<file path="src/include/irq_flag_pkg.sv">
package irq_flag_pkg;
	// Byte addresses of the four request flag bytes
	localparam logic [15:0] ADDR_BYTE_A = 16'hFFE0;
	localparam logic [15:0] ADDR_BYTE_B = 16'hFFE1;
	localparam logic [15:0] ADDR_BYTE_C = 16'hFFE2;
	localparam logic [15:0] ADDR_BYTE_D = 16'hFFE3;
	localparam logic [7:0]  FLAG_RESET  = 8'h00;
	// Implemented bit positions of byte c
	localparam logic [7:0]  BYTE_C_MASK = 8'h09;
	localparam int          NUM_SRC     = 19;
	// Source numbers (bit index in the packed 32-bit flag vector)
	localparam int SRC_LOW_VOLTAGE  = 0;
	localparam int SRC_USB_RESUME   = 16;
	localparam int SRC_TIMER_51     = 19;
	// Implemented flag bits across the 32-bit vector
	localparam logic [31:0] FLAG_MASK = 32'h0009FFFF;

	// Access sizes of a memory manipulation
	typedef enum logic [1:0] {
		ACC_BIT,
		ACC_BYTE,
		ACC_WORD
	} access_size_type;

	// Register access request from the core
	typedef struct packed {
		logic            valid;
		logic            write;
		access_size_type size;
		logic [15:0]     addr;
		logic [2:0]      bit_sel;
		logic [15:0]     wdata;
	} reg_req_type;

	// Acknowledge from the core
	typedef struct packed {
		logic       valid;
		logic [4:0] source;
	} irq_ack_type;
endpackage
</file>
<file path="src/hdl/irq_flag_bank.sv">
`timescale 1ns/100ps
// Overview of operation
// - A flag sets on its source request or a software write of one.
// - Core acknowledge clears the acknowledged source flag before service.
// - Reset clears all four flag bytes to zero.
// - Bit, byte and paired 16-bit word accesses are all supported.
// - Flag zero means nothing pending; one means request pending.
// - Byte a holds low voltage, pins 0-3, USB 0, USB 1, UART error.
// - Byte b holds UART rx/tx, serial, timer H, USB 2, timers 50/00.
// - Byte c holds USB resume at bit 0, timer 51 at bit 3.
// - Byte d has no flags and reads as zero.
// - A single-bit clear changes only the addressed bit.
// - Each source has request, mask and priority flags at one position.
// - Six register groups govern interrupts; this bank is the first.
// - Mask zero allows servicing, mask one blocks it.
// - Priority zero is high level, priority one is low level.
// - Equal-level requests are served lowest source number first.
module irq_flag_bank (
	input  wire logic                      clock,     // 25 MHz system clock
	input  wire logic                      rstn,      // Async reset, low
	input  wire logic [31:0]               src_req,   // Source request pulses
	input  wire irq_flag_pkg::irq_ack_type ack,       // Core acknowledge
	input  wire irq_flag_pkg::reg_req_type req,       // Register access
	output logic [15:0]                    rdata,     // Read data, next cycle
	output logic [31:0]                    flags      // Pending flags
);
	logic        rstn_meta_reg;
	logic        rstn_sync_reg;
	logic        bank_hit;
	logic [31:0] flag_state;
	logic [31:0] flags_next;
	logic [31:0] wr_set;
	logic [31:0] wr_clr;
	logic [31:0] ack_clr;
	logic [31:0] set_bits;
	logic [31:0] clr_bits;
	logic [31:0] sel;
	logic [31:0] wdata32;
	logic [1:0]  word_idx;
	logic [4:0]  bit_idx;
	logic [7:0]  request_flags_byte_a;
	logic [7:0]  request_flags_byte_b;
	logic [7:0]  request_flags_byte_c;
	logic [7:0]  request_flags_byte_d;
	logic [7:0]  byte_a_next;
	logic [7:0]  byte_b_next;
	logic [7:0]  byte_c_next;

	// Assertion is immediate, release waits two clock edges
	always_ff @(posedge clock or negedge rstn) begin
		if (!rstn) begin
			rstn_meta_reg <= 1'b0;
			rstn_sync_reg <= 1'b0;
		end else begin
			rstn_meta_reg <= 1'b1;
			rstn_sync_reg <= rstn_meta_reg;
		end
	end

	assign bank_hit = req.valid &&
		req.addr[15:2] == irq_flag_pkg::ADDR_BYTE_A[15:2];

	// Decode which flag bits the access touches and what it writes
	always_comb begin
		sel      = 32'h0;
		wdata32  = 32'h0;
		word_idx = req.addr[1:0];
		bit_idx  = {word_idx, req.bit_sel};
		case (req.size)
			irq_flag_pkg::ACC_BIT: begin
				sel[bit_idx]     = 1'b1;
				wdata32[bit_idx] = req.wdata[0];
			end
			irq_flag_pkg::ACC_BYTE: begin
				sel     = 32'h000000FF << {word_idx, 3'b000};
				wdata32 = {24'h0, req.wdata[7:0]} << {word_idx, 3'b000};
			end
			irq_flag_pkg::ACC_WORD: begin
				// Word access uses the even byte of each pair
				sel     = 32'h0000FFFF << {word_idx[1], 4'b0000};
				wdata32 = {16'h0, req.wdata} << {word_idx[1], 4'b0000};
			end
			default: begin
				sel     = 32'h0;
				wdata32 = 32'h0;
			end
		endcase
		if (!(bank_hit && req.write)) begin
			sel = 32'h0;
		end
		wr_set = sel & wdata32;
		wr_clr = sel & ~wdata32;
	end

	always_comb begin
		ack_clr = 32'h0;
		if (ack.valid) begin
			ack_clr[ack.source] = 1'b1;
		end
	end

	// Hardware requests only reach implemented positions
	always_comb begin
		set_bits = wr_set | (src_req & irq_flag_pkg::FLAG_MASK);
		clr_bits = wr_clr | ack_clr;
	end

	flag_byte_cell #(
		.IMPL_MASK   (irq_flag_pkg::FLAG_MASK[7:0]),
		.RESET_VALUE (irq_flag_pkg::FLAG_RESET)
	) u_byte_a (
		.clock     (clock),
		.rstn_sync (rstn_sync_reg),
		.set_bits  (set_bits[7:0]),
		.clr_bits  (clr_bits[7:0]),
		.next_bits (byte_a_next),
		.flag_bits (request_flags_byte_a)
	);

	flag_byte_cell #(
		.IMPL_MASK   (irq_flag_pkg::FLAG_MASK[15:8]),
		.RESET_VALUE (irq_flag_pkg::FLAG_RESET)
	) u_byte_b (
		.clock     (clock),
		.rstn_sync (rstn_sync_reg),
		.set_bits  (set_bits[15:8]),
		.clr_bits  (clr_bits[15:8]),
		.next_bits (byte_b_next),
		.flag_bits (request_flags_byte_b)
	);

	flag_byte_cell #(
		.IMPL_MASK   (irq_flag_pkg::BYTE_C_MASK),
		.RESET_VALUE (irq_flag_pkg::FLAG_RESET)
	) u_byte_c (
		.clock     (clock),
		.rstn_sync (rstn_sync_reg),
		.set_bits  (set_bits[23:16]),
		.clr_bits  (clr_bits[23:16]),
		.next_bits (byte_c_next),
		.flag_bits (request_flags_byte_c)
	);

	assign request_flags_byte_d = irq_flag_pkg::FLAG_RESET;

	// bit order is default priority
	// Masking and arbitration sit outside and index this vector
	assign flag_state = {request_flags_byte_d, request_flags_byte_c,
		request_flags_byte_b, request_flags_byte_a};
	assign flags_next = {irq_flag_pkg::FLAG_RESET, byte_c_next,
		byte_b_next, byte_a_next};

	always_ff @(posedge clock or negedge rstn_sync_reg) begin
		if (!rstn_sync_reg) begin
			rdata <= 16'h0000;
		end else if (bank_hit && !req.write) begin
			case (req.size)
				irq_flag_pkg::ACC_BIT:
					rdata <= {15'h0000, flag_state[bit_idx]};
				irq_flag_pkg::ACC_BYTE:
					rdata <= {8'h00, flag_state[{word_idx, 3'b000} +: 8]};
				irq_flag_pkg::ACC_WORD:
					rdata <= flag_state[{word_idx[1], 4'b0000} +: 16];
				default:
					rdata <= 16'h0000;
			endcase
		end else begin
			rdata <= 16'h0000;
		end
	end

	// Output copy in its own flop, always equal to the bank
	always_ff @(posedge clock or negedge rstn_sync_reg) begin
		if (!rstn_sync_reg) begin
			flags <= 32'h0;
		end else begin
			flags <= flags_next;
		end
	end
endmodule

// One byte of request flags; unimplemented positions read zero
module flag_byte_cell #(
	parameter logic [7:0] IMPL_MASK   = 8'hFF, // Implemented positions
	parameter logic [7:0] RESET_VALUE = 8'h00  // Value after reset
) (
	input  wire logic       clock,     // System clock
	input  wire logic       rstn_sync, // Synchronised reset, low
	input  wire logic [7:0] set_bits,  // Bits to set
	input  wire logic [7:0] clr_bits,  // Bits to clear
	output logic [7:0]      next_bits, // Value taken at next edge
	output logic [7:0]      flag_bits  // Current flags
);
	logic [7:0] flag_reg;
	logic [7:0] flag_next;

	// hardware or software set
	// Same-cycle set beats clear, so a byte rewrite cannot lose one
	always_comb begin
		flag_next = ((flag_reg & ~clr_bits) | set_bits) & IMPL_MASK;
	end

	always_ff @(posedge clock or negedge rstn_sync) begin
		if (!rstn_sync) begin
			flag_reg <= RESET_VALUE;
		end else begin
			flag_reg <= flag_next;
		end
	end

	assign next_bits = flag_next;
	assign flag_bits = flag_reg;
endmodule

</file>
<file path="config.mk">
export PLATFORM = sky130hd
export DESIGN_NAME = irq_flag_bank
export DESIGN_NICKNAME = d
export VERILOG_FILES = /design/src/include/irq_flag_pkg.sv /design/src/hdl/irq_flag_bank.sv
export SDC_FILE = /design/constraint.sdc
export NUM_CORES = 1
export LEC_CHECK = 0
export ABC_AREA = 1
export BUFFER_PORTS_ARGS = -buffer_cell sky130_fd_sc_hd__buf_2
export CORE_MARGIN = 10
export CORE_UTILIZATION = 50
export DETAILED_ROUTE_END_ITERATION = 8
export MAX_ROUTING_LAYER = met4
export PLACE_DENSITY = 0.79
export SLEW_MARGIN = 20
export SYNTH_ARGS = -nofsm -noshare
export SYNTH_HDL_FRONTEND = slang
export SYNTH_HIERARCHICAL = 1
export SYNTH_SLANG_ARGS = --single-unit
</file>
<file path="constraint.sdc">
create_clock -name clock -period 2.23 [get_ports clock]
set_input_delay 0.446 -clock clock [delete_from_list [all_inputs] [get_ports clock]]
set_output_delay 0.446 -clock clock [all_outputs]
set_load 0.05 [all_outputs]
</file>
**Word level (Yosys, flattened, before mapping)**

Index checks and enable logic that the tools add are counted.

- Bits in registers: 54
- Input bits: 79
- Output and inout port bits: 48

- $lt $le $gt $ge: 4
- Equal/unequal tests: 3
- Shift-type cells: 6
- Muxes and demuxes: 12
- Bitwise gates (word level): 15
- Reduce and logical (&&, ||, !) cells: 7

Operators with widths:

| operator | count |
|---|---|
| case mux 20 bit (3 select lines) | 2 |
| AND 20 bit | 3 |
| case mux 16 bit (3 select lines) | 1 |
| two-way mux 20 bit | 2 |
| OR 20 bit | 2 |
| indexed part select 32 x 6 -> 16 bit | 1 |
| indexed part select 32 x 6 -> 8 bit | 1 |
| inverter 20 bit | 1 |
| left shift 16 x 5 -> 20 bit | 1 |
| left shift 16 x 5 -> 20 bit, first input constant | 1 |
| left shift 8 x 5 -> 20 bit | 1 |
| left shift 8 x 5 -> 20 bit, first input constant | 1 |
| AND 8 bit | 2 |
| two-way mux 16 bit | 1 |
| inverter 8 bit | 2 |
| OR 8 bit | 2 |
| equality test 14 bit, second input constant | 1 |
| < comparator 5 x 6 -> 1 bit, second input constant | 2 |
| demux 1 bit (select 5 bit) | 2 |
| >= comparator 5 x 1 -> 1 bit, second input constant | 2 |
| binary-select mux 1 bit (select 5 bit) | 1 |
| logical AND 1 bit | 5 |
| AND 4 bit | 1 |
| inverter 4 bit | 1 |
| 6 further kinds | 8 |

**Longest topological paths before layout**

Gate-level depths: netlist of run 1.

- Depth after elaboration: 12
- Mapped depth: 12
- Depth with buffers taken out: 12

**By module**

Netlist of run 1, hierarchy kept.

Modules (own cells, without submodules):

| module | instances | cells each | area an instance (µm²) |
|---|---|---|---|
| irq_flag_bank | 1 | 435 | 2941.6 |
| flag_byte_cell (u_byte_a ...) | 2 | 40 | 320.3 |
| flag_byte_cell (u_byte_c) | 1 | 23 | 173.9 |

**Worst setup path after synthesis of run 1**

OpenSTA, ideal clock, no wires.

- Kind: input to register
- Start: input req[17] in the netlist's numbering
- End: register flags[8]
- Data arrival time: 1478 ps
- Required time: 2108 ps
- Path slack: 630 ps
- Cell stages on the path: 11
- Buffers on the path: 1
- Cells stage by stage: buf_4 nor2_1 nand2_1 clkinv_1 nand2_1 nand2_1 a21boi_0 a22o_1 inv_1 nand2_1 nand2_1

- Cells in the longest elaborated chain, start to end: 12
- Elaborated cells on any way between the ends: 17

RTL lines:

| what | RTL line | source |
|---|---|---|
| start, declared | irq_flag_bank.sv:23 | `input wire irq_flag_pkg::reg_req_type req,` |
| < comparator 5 x 6 -> 1 bit (not written as such) or >= comparator 5 x 1 -> 1 bit (tied branches) | irq_flag_bank.sv:71, irq_flag_bank.sv:72 |  |
| logical AND 1 bit (not written as such) | irq_flag_bank.sv:71, irq_flag_bank.sv:72 |  |
| two-way mux 1 bit (not written as such) | irq_flag_bank.sv:71, irq_flag_bank.sv:72 |  |
| demux 1 bit (select 5 bit) * | irq_flag_bank.sv:71, irq_flag_bank.sv:72 |  |
| AND 20 bit (no line) | -- |  |
| case mux 20 bit (3 select lines) | irq_flag_bank.sv:69 | `case (req.size)` |
| inverter 20 bit | irq_flag_bank.sv:92 | `wr_clr = sel & ~wdata32;` |
| AND 20 bit * | irq_flag_bank.sv:92 |  |
| OR 20 bit * | irq_flag_bank.sv:105 | `clr_bits = wr_clr \| ack_clr;` |
| net clr_bits[8] | irq_flag_bank.sv:36 | `logic [31:0] clr_bits;` |
| inverter 8 bit * | irq_flag_bank.sv:200 | `flag_next = ((flag_reg & ~clr_bits) \| set_bits) & IMPL_MASK;` |
| AND 8 bit * | irq_flag_bank.sv:200 |  |
| OR 8 bit * | irq_flag_bank.sv:200 |  |
| net byte_b_next[0] | irq_flag_bank.sv:46 | `logic [7:0] byte_b_next;` |
| end signal, assigned | irq_flag_bank.sv:177 | `flags <= flags_next;` |
| end, declared | irq_flag_bank.sv:25 | `output logic [31:0] flags` |

Mark *: on every way through the listed nets, which the timed path passes. The rest lies on a longest branch.

**Final worst setup path of run 1**

- Start: input req[16] in the netlist's numbering
- End: register flags[8]

Same word-level chain as after synthesis.

==> impl_metrics.tcl, run 1 <==
set metrics [dict create \
    core_mm2 0.00683 \
    met3RoutedLength_um 801 \
    hpwl_um 8720 \
    io_pins 127 \
    drt_iter0_drc 250 \
    grt_overflow 0 \
    clk_latency_ns 0.35 \
    area_growth_pct 22.6 \
    dr_total_vias 3596 \
    yosys_warnings 6 \
    power_w 0.00250 \
    layout_commonest_cell "nand2_1" \
    numPortBuffers 104 \
    avgSynthCellArea_um2 7.11 \
    tightest_slew_ns 0.689 \
    r2r_start "u_byte_b/flag_bits[1]" \
    fmax_mhz 604 \
    fin_area_mm2 0.00435 \
    drt-met1-wl_um 4640 \
    crit_family "buffers and inverters" \
    dr.pass1.iters 5 \
    crit_chain "buf_2, nor2_1, nand2_1, clkinv_1, nand2_1, nand2_1, a21boi_0, a22o_1, inv_1, nand2_1, nand2_1" \
    routed_wl_um 11000 \
    cts_buffers 9 \
    tns_ns 0 \
    r2r_slack_ns 0.98 \
    placed_cell_area_mm2 0.00414 \
    die_w_um 104 \
    drive_gt1_frac 0.233 \
    holdWs_ns 0.264 \
    grt_max_degree 35 \
    cts_tree "built" \
    post-cts-setup-buffers 0 \
    drv_slew 0 \
    min_path_type "reg -> async" \
    ir_drop_mv 0.306 \
    worstPathRequired_ns 2.46 \
    final_nets 692 \
    synth_cells 499 \
    numClockSinks 60 \
    setup.worst_path.start_class "primary input" \
    period_needed_ns 1.66 \
    end_kind "flip-flop" \
    final_cell_mix "167 x nand2_1, 104 x buf_2, 70 x inv_1" \
    rsz0062_at_grt "false" \
    postRouteAntennaNets 0 \
    clock_skew_ns 0.00765 \
    grt_pass1_wl_um 17900 \
    reg2reg_to "rdata[0]" \
    crit_top_cell "nand2_1" \
    cts_root_buf "clkbuf_8" \
    syn-cell-area_mm2 0.00355 \
    place_congestion 0.954 \
    power.density_mw_per_mm2 576 \
    grt_usage 0.208 \
    r2r_cells 10 \
    die_area_mm2 0.0109 \
    drcViolationCount 0 \
    grt_pass1_vias 3622 \
    clk_pin_slew_ns 0.08 \
    critPathKind "in -> reg" \
    status "completed" \
    grt_antenna_before_repair 1 \
    setup_viol 0 \
    clk_path_buf_depth 2 \
    cellLeakagePower_nw 2.27 \
    wl_per_cell_um 15.4 \
    relSlewSlack 0.537 \
    routed.top_layer "met4" \
    die_h_um 104 \
    top_regs "flags: 24 flops, rdata: 16 flops" \
    largest_register_ffs 24 \
    finalCritPeriodShare 0.743 \
    regMostFlops "flags" \
    max_cap_violations 0 \
    critPathMaxFanout 17 \
    crit_slowest_cell "buf_2" \
    avgViaCountPerCell 5.03 \
    cp_num_buf_inv 3 \
    worstPathArrival_ns 1.89 \
    initial_core_util 0.519 \
    hold_viol 0 \
    critPathMaxStageDelay_ns 0.27 \
    rows 30 \
    wl_met2_um 5310 \
    htree_levels 3 \
]
## area by class of cell
| class | count | area (um^2) |
|---|---|---|
| Tap cell | 96 | 120 |
| Sequential cell | 60 | 1500 |
| Inverter | 77 | 289 |
| Fill cell | 655 | 2480 |
| Antenna cell | 1 | 2.50 |
| Clock buffer | 9 | 124 |
| Timing Repair Buffer | 118 | 641 |
| Multi-Input combinational cell | 347 | 1600 |
| Clock inverter | 7 | 75.1 |
## how the worst max path moves through the flow
stage                        startpoint   endpoint  slack (ns)  depth (start not counted)
after floorplan           rstn_sync_reg   flags[0]        0.44                          0
after global placement          req[16]   flags[8]        0.28                         11
after detailed placement        req[16]   flags[8]        0.23                         11
after CTS                       req[16]   flags[8]        0.58                         11
after global routing            req[35]  flags[15]        0.38                         11
final                           req[16]   flags[8]        0.57                         11
## power breakdown
group / internal [W] / total (W) / switching, W
registers: 0.00110 / 0.00112 / 0.0000174
clock network: 0.000521 / 0.00100 / 0.000482
logic: 0.000121 / 0.000380 / 0.000259
total: 0.00174 / 0.00250 / 0.000759
## layer usage
layer	track usage	up-vias
li1	-	1772
met1	0.254	1655
met2	0.337	151
met3	0.0390	18
met4	0.0746	0
met5	-	-
## timing repair
item,CTS,global route
gates resized for setup,0,0
hold endpoints to repair,2,0
hold buffers,1,0
## per-stage QoR
stage,instances,util,setup WS (ns)
global placement,697,0.606,0.283
CTS,714,0.636,0.575
floorplan,517,-,0.436
global route,715,0.637,0.380
detailed placement,697,0.606,0.227
finish,715,0.637,0.574
Power figures use the tool's default switching activity.
==> inputs of run 2 (changes only) <==
- ABC_AREA: 1 -> 0
- PLACE_DENSITY: 0.79 -> 0.8
- clock period: 2.23 -> 1.6 ns (I/O delays scaled with it)
==> run 2 against run 1 <==
  * The run now ends with negative setup slack left
  * Hold slack got worse by 0.0027 ns
  * First-iteration DRC count fell by 6.0%
  * Routed wire length rose by 14%
  * Setup slack lost 0.73 ns
  * Synthesized cell count decreased by 31%
  * Sequential power increased by 38%
  * Final cell count decreased by 14%
  * Critical path depth down 3
  * Clock-buffer cell count up 1
  * Cell area grew 12%
  * Critical endpoint is now u_byte_a/flag_bits[2]
==> impl_metrics.tcl, run 2 <==
set metrics [dict create \
    status "finished, violations left" \
    violations "negative setup slack" \
    min_path_type "in -> reg" \
    grt_usage 0.236 \
    r2r_start "u_byte_a/flag_bits[1]" \
    hold_viol 0 \
    core_mm2 0.00679 \
    setup_ws_ns -0.160 \
    wl_per_cell_um 20.4 \
    drcViolationCount 0 \
    yosys_warnings 6 \
    hp-start "src_req[2]" \
    clk_path_buf_depth 2 \
    dr_total_vias 3354 \
    end_kind "flip-flop" \
    routed_wl_um 12500 \
    seqCellArea_mm2 0.00150 \
    hpwl_um 9990 \
    max_cap_violations 0 \
    area_growth_pct 39.4 \
    ir_drop_mv 0.591 \
    finalCritPeriodShare 1.10 \
    drive_gt1_frac 0.455 \
    worstSetupEndpoint "u_byte_a/flag_bits[2]" \
    fillers 536 \
    met3RoutedLength_um 921 \
    worstPathArrival_ns 1.99 \
    numPortBuffers 104 \
    grt_pass1_wl_um 19600 \
    die_w_um 104 \
    avgViaCountPerCell 5.47 \
    regMostFlops "flags" \
    layout_commonest_cell "buf_2" \
    r2r_cells 4 \
    power_w 0.00372 \
    setup_viol 35 \
    drt_iter0_drc 235 \
    instances_no_fill 613 \
    postRouteAntennaNets 0 \
    cts_buffers 9 \
    drv_slew 0 \
    r2r_slack_ns 0.04 \
    final_cell_mix "103 x buf_2, 73 x buf_4, 59 x dfrtp_1" \
    clk_latency_ns 0.34 \
    grt_overflow 0 \
    multi_input_area_mm2 0.00175 \
    rows 30 \
    rsz0062_at_grt "true" \
    largest_register_ffs 24 \
    worstPathRequired_ns 1.83 \
    wl_met2_um 6030 \
    critPathMaxFanout 20 \
    num_antenna_cells 0 \
    cts_root_buf "clkbuf_8" \
    power.density_mw_per_mm2 766 \
    grt_antenna_before_repair 0 \
    dr.pass1.iters 6 \
    cts_tree "built" \
    clock_skew_ns 0.0139 \
    clk_pin_slew_ns 0.07 \
    top_regs "flags: 24 flops, rdata: 16 flops" \
    period_needed_ns 1.76 \
    numClockSinks 60 \
    die_area_mm2 0.0107 \
    final_nets 591 \
    io_pins 127 \
    fmax_mhz 568 \
    place_congestion 0.960 \
    reg2reg_to "rdata[0]" \
    die_h_um 104 \
    critPathKind "in -> reg" \
    min_path_cells 3 \
    holdWs_ns 0.261 \
    synth_cells 343 \
    grt_max_degree 59 \
    setup.worst_path.start_class "primary input" \
    avgSynthCellArea_um2 10.2 \
    post-place-ws_ns -0.500 \
    htree_levels 3 \
    drt-met1-wl_um 5220 \
    cellLeakagePower_nw 2.13 \
    grt_pass1_vias 3573 \
    crit_start "req[23]" \
    initial_core_util 0.513 \
    syn-cell-area_mm2 0.00349 \
    dpl.cell_count 596 \
    routed.top_layer "met4" \
]
==> run 2: cell count changes in the layout (fill, tap and decap cells not counted), moves of 10 or more <==
cell,before,now
a21o_1,13,23
buf_4,12,73
inv_1,70,21
nand2_1,167,27
nand3_1,20,1
nor2_1,37,12
==> run 2: repair_timing <==
item / in CTS / in global routing
gates resized for setup: 6 / 8
setup buffers: 1 / 0
pin swaps: 0 / 1
hold buffers: 1 / 0
setup endpoints to repair: 33 / 46
endpoints found under the hold margin: 2 / 0
==> run 2: area by class of cell <==
class | instances | area share
multi-input cells | 236 | 0.359
repair buffers | 184 | 0.246
flip-flops and latches | 60 | 0.309
clock inverters | 6 | 0.0183
clock buffers | 10 | 0.0262
well taps | 96 | 0.0247
inverters | 21 | 0.0162
==> run 2: worst min-delay path by stage <==
| stage | to | slack (ns) |
|---|---|---|
| detailed placement | rstn_meta_reg | 0.11 |
| CTS | u_byte_a/flag_bits[0] | 0.27 |
| global route | u_byte_a/flag_bits[7] | 0.27 |
| global placement | rstn_meta_reg | 0.10 |
| floorplan | rstn_meta_reg | 0.02 |
| finish | flags[2] | 0.26 |
==> run 2: metrics by stage <==
stage	cell area (um^2)	TNS, ns	utilization
6_report	4860	-2.65	0.716
5_1_grt	4860	-4.66	0.716
4_1_cts	4840	-2.53	0.712
3_5_place_dp	4580	-19.53	0.675
2_1_floorplan	3580	-5.91	-
3_3_place_gp	4580	-17.28	0.675
==> run 2: report_power, final <==
| group | total (W) | internal [W] | switching [W] |
|---|---|---|---|
| registers | 0.00155 | 0.00154 | 0.00000908 |
| logic | 0.000662 | 0.000274 | 0.000388 |
| clock network | 0.00151 | 0.000877 | 0.000637 |
==> run 2: critical path: stages <==
cell and delay [ns]:
buf_6 0.09, or4b_4 0.55, nor3_4 0.15, nand3_2 0.15
buf_12 0.20, o31ai_2 0.26, inv_1 0.07, a21o_1 0.19
==> run 2: routing by layer <==
| metal | vias to the layer above | track usage |
|---|---|---|
| met2 | 164 | 0.383 |
| met1 | 1596 | 0.284 |
| li1 | 1568 | - |
| met4 | 0 | 0.0726 |
| met3 | 26 | 0.0570 |
| met5 | - | - |
